## src/hdl/sleep_timer_defs.vh

```
// Behaviour
// - 31-bit counter, one step per tick, restarts at 1 on wake
// - Resolution code picks 16-bit counter slice
// - Tick from crystal or RC divide-by-750
// - Wake events only in power modes 1-2
// - Wake event returns chip to active mode
// - Interval is mantissa times 2^(5*res) ticks
// - Mantissa resets to 0x87 and 0x6B
// - Low count byte rate follows resolution
// - RC calibrates with fast crystal in active/mode 1, else holds
// - Wake sets pending flag, masked CPU flag
// - Mask bit 4, pending bit 0, reset zero
// - Interrupt request when CPU flag and enable
// - Port interrupts blocked when mode not 00
// - DMA trigger pulse on every wake event
// - Low count byte read-only, slice bits 7:0
`ifndef SLEEP_TIMER_DEFS_VH
`define SLEEP_TIMER_DEFS_VH
`define ADDR_IRQ_CTRL 8'hA1
`define ADDR_CTRL 8'hA2
`define ADDR_MANT_LOW 8'hA3
`define ADDR_MANT_HIGH 8'hA4
`define ADDR_COUNT_LOW 8'hA5
`define ADDR_COUNT_HIGH 8'hA6
`define ADDR_CPU_IRQ 8'hA7
`define ADDR_POWER 8'hA8
`define BIT_EVENT_MASK 4
`define BIT_EVENT_FLAG 0
`define BIT_COUNT_RESET 2
`define BIT_CPU_FLAG 0
`define BIT_CPU_ENABLE 1
`define BIT_CAL_DONE 2
`define RESET_MANT_HIGH 8'h87
`define RESET_MANT_LOW 8'h6B
`define RESET_COUNT_VALUE 31'h00000004
`define RC_DIVIDE 750
`endif

```

## src/hdl/sleep_wakeup_timer.v

```verilog
// Design decisions made here: the strobed register port and the register addresses.
`include "sleep_timer_defs.vh"
module sleep_wakeup_timer (
    // Clock and reset
    input wire clk,
    input wire rst_b,
    // Register port
    input wire [7:0] addr,
    input wire [7:0] wdata,
    input wire wr,
    input wire rd,
    output reg [7:0] rdata,
    // Slow clock sources
    input wire crystal_32k,
    input wire use_crystal,
    input wire hs_xosc_running,
    // Sleep mode field, 00 is active
    input wire [1:0] sleep_mode,
    // Events
    output wire sleep_irq_request,
    output reg sleep_dma_trigger,
    output reg wake_to_active,
    output wire port_irq_block
);
    reg rst_s1;
    reg rst_n;
    reg [30:0] count;
    reg [15:0] wake_interval_mantissa;
    reg [1:0] resolution;
    reg reset_pending;
    reg wake_event_irq_enable;
    reg wake_event_pending;
    reg sleep_irq_cpu_flag;
    reg sleep_irq_cpu_enable;
    reg [1:0] power_control_reg;
    wire tick;
    wire cal_valid;
    wire [15:0] slice;
    wire low_power;
    wire wake;

    function [15:0] pick_slice;
        input [30:0] c;
        input [1:0] r;
        begin
            case (r)
                2'h0: pick_slice = c[15:0];
                2'h1: pick_slice = c[20:5];
                2'h2: pick_slice = c[25:10];
                default: pick_slice = c[30:15];
            endcase
        end
    endfunction

    always @(posedge clk or negedge rst_b) begin
        if (!rst_b) begin
            rst_s1 <= 1'b0;
            rst_n <= 1'b0;
        end else begin
            rst_s1 <= 1'b1;
            rst_n <= rst_s1;
        end
    end

    // Calibration runs only while the fast crystal runs in active or mode 1.
    slow_tick_gen #(.RC_DIV(`RC_DIVIDE)) u_tick (
        .clk(clk),
        .rst_n(rst_n),
        .use_crystal(use_crystal),
        .crystal_in(crystal_32k),
        .cal_enable(hs_xosc_running && (sleep_mode <= 2'h1)),
        .tick(tick),
        .cal_valid(cal_valid)
    );

    assign slice = pick_slice(count, resolution);
    assign low_power = (sleep_mode != 2'h0) && (sleep_mode != 2'h3);
    // The slice compare on a tick yields a period of mantissa << 5*res ticks.
    assign wake = tick && low_power && (slice == wake_interval_mantissa);
    assign port_irq_block = (sleep_mode != 2'h0);
    assign sleep_irq_request = sleep_irq_cpu_flag && sleep_irq_cpu_enable;

    // Counter reset is applied on the next tick, so it settles within two ticks.
    always @(posedge clk or negedge rst_n) begin
        if (!rst_n) begin
            count <= 31'h00000000;
            reset_pending <= 1'b0;
        end else begin
            if (wr && addr == `ADDR_CTRL && wdata[`BIT_COUNT_RESET])
                reset_pending <= 1'b1;
            else if (tick)
                reset_pending <= 1'b0;
            if (tick) begin
                if (reset_pending)
                    count <= `RESET_COUNT_VALUE;
                else if (wake)
                    // Restarting at one counts the wake tick itself, so the period is exact.
                    count <= 31'h00000001;
                else
                    count <= count + 31'h00000001;
            end
        end
    end

    always @(posedge clk or negedge rst_n) begin
        if (!rst_n) begin
            wake_interval_mantissa <= {`RESET_MANT_HIGH, `RESET_MANT_LOW};
            resolution <= 2'h0;
            wake_event_irq_enable <= 1'b0;
            wake_event_pending <= 1'b0;
            sleep_irq_cpu_flag <= 1'b0;
            sleep_irq_cpu_enable <= 1'b0;
            power_control_reg <= 2'h0;
            sleep_dma_trigger <= 1'b0;
            wake_to_active <= 1'b0;
        end else begin
            sleep_dma_trigger <= wake;
            wake_to_active <= wake;
            if (wr) begin
                case (addr)
                    `ADDR_MANT_HIGH: wake_interval_mantissa[15:8] <= wdata;
                    `ADDR_MANT_LOW: wake_interval_mantissa[7:0] <= wdata;
                    `ADDR_CTRL: resolution <= wdata[1:0];
                    `ADDR_IRQ_CTRL: begin
                        wake_event_irq_enable <= wdata[`BIT_EVENT_MASK];
                        if (!wdata[`BIT_EVENT_FLAG])
                            wake_event_pending <= 1'b0;
                    end
                    `ADDR_CPU_IRQ: begin
                        sleep_irq_cpu_enable <= wdata[`BIT_CPU_ENABLE];
                        if (!wdata[`BIT_CPU_FLAG])
                            sleep_irq_cpu_flag <= 1'b0;
                    end
                    `ADDR_POWER: power_control_reg <= wdata[1:0];
                    default: ;
                endcase
            end
            // Set wins over a same-cycle software clear.
            if (wake) begin
                wake_event_pending <= 1'b1;
                if (wake_event_irq_enable)
                    sleep_irq_cpu_flag <= 1'b1;
            end
        end
    end

    always @(posedge clk or negedge rst_n) begin
        if (!rst_n) begin
            rdata <= 8'h00;
        end else if (rd) begin
            case (addr)
                `ADDR_COUNT_LOW: rdata <= slice[7:0];
                `ADDR_COUNT_HIGH: rdata <= slice[15:8];
                `ADDR_MANT_HIGH: rdata <= wake_interval_mantissa[15:8];
                `ADDR_MANT_LOW: rdata <= wake_interval_mantissa[7:0];
                `ADDR_CTRL: rdata <= {6'h00, resolution};
                `ADDR_IRQ_CTRL: rdata <= {3'h0, wake_event_irq_enable, 3'h0, wake_event_pending};
                `ADDR_CPU_IRQ: rdata <= {5'h00, cal_valid, sleep_irq_cpu_enable,
                                         sleep_irq_cpu_flag};
                `ADDR_POWER: rdata <= {6'h00, power_control_reg};
                default: rdata <= 8'h00;
            endcase
        end else begin
            rdata <= 8'h00;
        end
    end
endmodule

```

## src/hdl/slow_tick_gen.v

```verilog
`include "sleep_timer_defs.vh"
module slow_tick_gen #(
    parameter RC_DIV = `RC_DIVIDE
) (
    // Clock and reset
    input wire clk,
    input wire rst_n,
    // Source selection
    input wire use_crystal,
    input wire crystal_in,
    input wire cal_enable,
    // Tick and calibration state
    output reg tick,
    output reg cal_valid
);
    reg crystal_prev;
    reg [9:0] rc_count;
    reg [9:0] rc_limit;
    localparam integer RC_LAST = RC_DIV - 1;

    // The RC divider restarts from zero and counts up to its held limit; calibration refreshes the limit.
    always @(posedge clk or negedge rst_n) begin
        if (!rst_n) begin
            crystal_prev <= 1'b0;
            rc_count <= 10'h000;
            // Start from the nominal divide so an uncalibrated RC never ticks every clock.
            rc_limit <= RC_LAST[9:0];
            cal_valid <= 1'b0;
            tick <= 1'b0;
        end else begin
            crystal_prev <= crystal_in;
            if (cal_enable) begin
                rc_limit <= RC_LAST[9:0];
                cal_valid <= 1'b1;
            end
            if (use_crystal) begin
                tick <= crystal_in & ~crystal_prev;
                rc_count <= 10'h000;
            end else if (rc_count >= rc_limit) begin
                tick <= 1'b1;
                rc_count <= 10'h000;
            end else begin
                tick <= 1'b0;
                rc_count <= rc_count + 10'h001;
            end
        end
    end
endmodule

```

## config.mk

```make
export PLATFORM = sky130hd
export DESIGN_NAME = sleep_wakeup_timer
export DESIGN_NICKNAME = d
export VERILOG_FILES = /design/src/hdl/sleep_wakeup_timer.v /design/src/hdl/slow_tick_gen.v
export VERILOG_INCLUDE_DIRS = /design/src /design/src/hdl
export SDC_FILE = /design/constraint.sdc
export NUM_CORES = 1
export LEC_CHECK = 0
export BUFFER_PORTS_ARGS = -buffer_cell sky130_fd_sc_hd__clkbuf_2
export CORE_ASPECT_RATIO = 1.25
export CORE_MARGIN = 1.5
export CORE_UTILIZATION = 29
export CTS_CLUSTER_DIAMETER = 150
export CTS_CLUSTER_SIZE = 30
export DETAILED_ROUTE_END_ITERATION = 8
export HOLD_SLACK_MARGIN = 0.05
export MAX_ROUTING_LAYER = met4
export PLACE_DENSITY_LB_ADDON = 0.1
export SLEW_MARGIN = 10
export SYNTH_ARGS = -nofsm -noshare
export SYNTH_HDL_FRONTEND = slang
export SYNTH_SLANG_ARGS = --single-unit
```

## constraint.sdc

```tcl
create_clock -name clk -period 3.2 [get_ports clk]
set_input_delay 0.64 -clock clk [delete_from_list [all_inputs] [get_ports clk]]
set_output_delay 0.64 -clock clk [all_outputs]
set_load 0.02 [all_outputs]
```

==> flow_summary.json <==
{
  "status": "finished, final reports clean",
  "grt_pass1_vias": 3740,
  "drive_gt1_frac": 0.247,
  "hold_viol": 0,
  "peakVddDrop_mv": 0.213,
  "synth_edf_count": 0,
  "syn_avg_cell_area_um2": 10.3,
  "cts_root_buf": "clkbuf_16",
  "cts_tree": "yes",
  "syn_area_um2": 4640,
  "startpoint_type": "flop",
  "vias": 3679,
  "worstPathRequired_ns": 3.43,
  "setup_tns_ns": 0,
  "syn_nets": 481,
  "fmax_mhz": 347,
  "yosysTopAreaCellShare": 0.383,
  "synth_area_leader_cell": "dfrtp_1",
  "worstSetupEndpointType": "flop",
  "grt.overflow.total": 0,
  "initial_core_util": 0.297,
  "place_hpwl_mm": 9.81,
  "synth_warnings": 0,
  "core_area_um2": 15600,
  "fill_cells": 1625,
  "ff_latch_area_um2": 2020,
  "power_density_nw_per_um2": 482,
  "grt_max_degree": 37,
  "holdWs_ns": 0.0610,
  "antenna_left": 0,
  "reg2reg_slack_ns": 0.32,
  "crit_arrival_ns": 3.11,
  "r2r_cells": 9,
  "worst_pin_slew_ns": 0.816,
  "numCtsBuffers": 9,
  "clock-skew-final_ns": 0.00740,
  "die_width_um": 116,
  "synth-seq-cells": 80,
  "drt-initial-drc-count": 304,
  "avgRoutedWirePerCell_um": 18.5,
  "clock_sinks": 80,
  "multi_input_area_um2": 2440,
  "syn_to_final_growth_pct": 17.1,
  "antenna_cells": 0,
  "drc": 0,
  "path_class": "flop to flop",
  "dp_cells": 694,
  "reg_top3": "count x31, wake_interval_mantissa x16, u_tick.rc_count x10",
  "die_height_um": 144,
  "post_cts_buffers": 0,
  "synthTopCellsByArea": "dfrtp_1, mux4_2, mux2_2, dfstp_2, xnor2_1",
  "firstDrtPassIters": 6,
  "vias_per_cell": 5.18,
  "worstHoldPathType": "primary input to async pin",
  "r2r-start": "resolution[0]",
  "portBuffers": 36,
  "cts_buffer_depth": 2,
  "finalNonFillerCells": 710,
  "synthDistinctLibCells": 50,
  "synth_async_sr_flop_share": 1.00,
  "place.gp.congestion": 0.806,
  "netlist_instances": 450,
  "synth_seq_area_share": 0.434,
  "finalCritPeriodShare": 0.900,
  "clkLatencyLatePin_ns": 0.35,
  "cts_max_level": 3,
  "grt_pass1_wl_mm": 21.2,
  "antenna_found_initial": 0,
  "max-slew-margin-rel": 0.456,
  "setup_viol": 0,
  "grt.total_usage": 0.175,
  "power_w": 0.00262,
  "clkTransAtPathRegs_ns": 0.06,
  "fin_nets": 524,
  "total_leakage_power_nw": 2.30,
  "die-area_um2": 16800,
  "synth_flop_cell": "dfrtp_1",
  "drv_cap": 0,
  "cp_max_fo": 18,
  "wirelength_mm": 13.2,
  "largest_register_ffs": 31,
  "drv_slew": 0,
  "rsz0062_at_grt": "no",
  "fp-row-count": 51,
  "period_needed_ns": 2.88,
  "worstReg2RegEnd": "count[28]",
  "top_register": "count",
  "ios": 37
}
## cells in the mapped netlist (2+ instances only)
cell / n
nor2_1: 32
mux4_2: 16
mux2_2: 23
nand3_1: 22
buf_2: 3
xor2_1: 9
mux2i_1: 6
dfstp_2: 9
o2bb2ai_1: 12
inv_1: 22
a222oi_1: 3
o21ai_1: 3
a21oi_1: 13
a22o_1: 13
a31oi_1: 4
nor2b_1: 13
nand2b_1: 10
ha_1: 6
a21o_1: 3
a22oi_1: 7
buf_6: 2
and3_1: 14
o211ai_1: 2
nand2_1: 30
buf_4: 2
a21boi_0: 4
nand4_1: 8
nor4_1: 4
clkbuf_1: 13
o21ai_0: 24
xnor2_1: 15
nor3_1: 7
and2_1: 5
dfrtp_1: 71
o22ai_1: 4
o31ai_1: 2
## power by group
group	total (W)	leakage (nW)	internal [W]	switching, W
logic	0.000344	1.12	0.000168	0.000176
clock network	0.00113	0.148	0.000683	0.000444
registers	0.00115	1.04	0.00107	0.0000839
total	0.00262	2.30	0.00192	0.000704
## worst max-delay path, stage by stage (launching register included)
cell and delay (ns):
dfrtp_2 0.49, mux4_2 0.56, xor2_1 0.15, a2111o_1 0.42, nor4_4 0.29, buf_4 0.18
a21o_4 0.12, buf_4 0.22, o21ai_0 0.12, a22o_1 0.19
## metrics by stage
stage          area (um^2)  setup WS [ns]   util
2_1_floorplan         4640          0.598      -
3_3_place_gp          5110          0.205  0.327
3_5_place_dp          5110          0.192  0.327
4_1_cts               5440          0.179  0.348
5_1_grt               5440          0.135  0.348
6_report              5440          0.319  0.348
## worst max-delay path by stage
stage / depth (start not counted) / slack (ns) / from / to
detailed placement: 9 / 0.19 / resolution[0] / count[28]
finish: 9 / 0.32 / resolution[0] / count[28]
CTS: 9 / 0.18 / resolution[0] / count[28]
global route: 9 / 0.14 / resolution[0] / count[27]
floorplan: 9 / 0.60 / resolution[0] / count[10]
global placement: 9 / 0.20 / resolution[0] / count[23]
## timing repair
| action | 4_1_cts | 5_1_grt |
|---|---|---|
| hold endpoints to repair | 0 | 0 |
| endpoints found under the setup margin | 0 | 3 |
| resized for setup | 0 | 1 |
| hold buffers | 0 | 0 |
## cell usage in the layout, fill, tap and decap left out, drive strengths merged, types with 5 or more instances in the layout
cell / synthesis / final
nand2b: 10 / 10
buf: 8 / 17
clkbuf: 13 / 45
nor4: 5 / 5
mux4: 16 / 16
xnor2: 15 / 15
nor2b: 13 / 13
inv: 22 / 22
o2bb2ai: 12 / 12
nand3: 22 / 22
nor3: 7 / 7
mux2i: 6 / 6
dfstp: 9 / 9
and3: 14 / 14
nor2: 33 / 33
ha: 6 / 6
nand4: 8 / 8
a22o: 13 / 13
nand2: 30 / 30
o21ai: 27 / 27
dfrtp: 71 / 71
a21oi: 13 / 13
mux2: 23 / 23
a22oi: 7 / 7
xor2: 9 / 9
and2: 5 / 5
## cell families after synthesis
logic type | share of synthesized area
simple gates | 0.173
compound gates | 0.144
flops | 0.434
mux | 0.146
buf+inv | 0.0404
xor+xnor | 0.0453
fa+ha+maj | 0.0162
other cells | 0.000808
## layer usage
| layer | up-vias | part of all wire | global-route usage |
|---|---|---|---|
| li1 | 1731 | - | - |
| met5 | - | 0 | - |
| met4 | 0 | 0.032 | 0.0905 |
| met3 | 22 | 0.037 | 0.0231 |
| met2 | 113 | 0.51 | 0.294 |
| met1 | 1813 | 0.42 | 0.205 |
## layout make-up
cell class                 instances  area share
sequential                        80       0.371
timing repair buffer              53      0.0566
clock buffer                       9      0.0414
clock inverter                     7      0.0177
multi-input combinational        327       0.449
tap                              212      0.0488
inverter                          22      0.0152
Note: power is estimated with default switching activity, not from simulation.
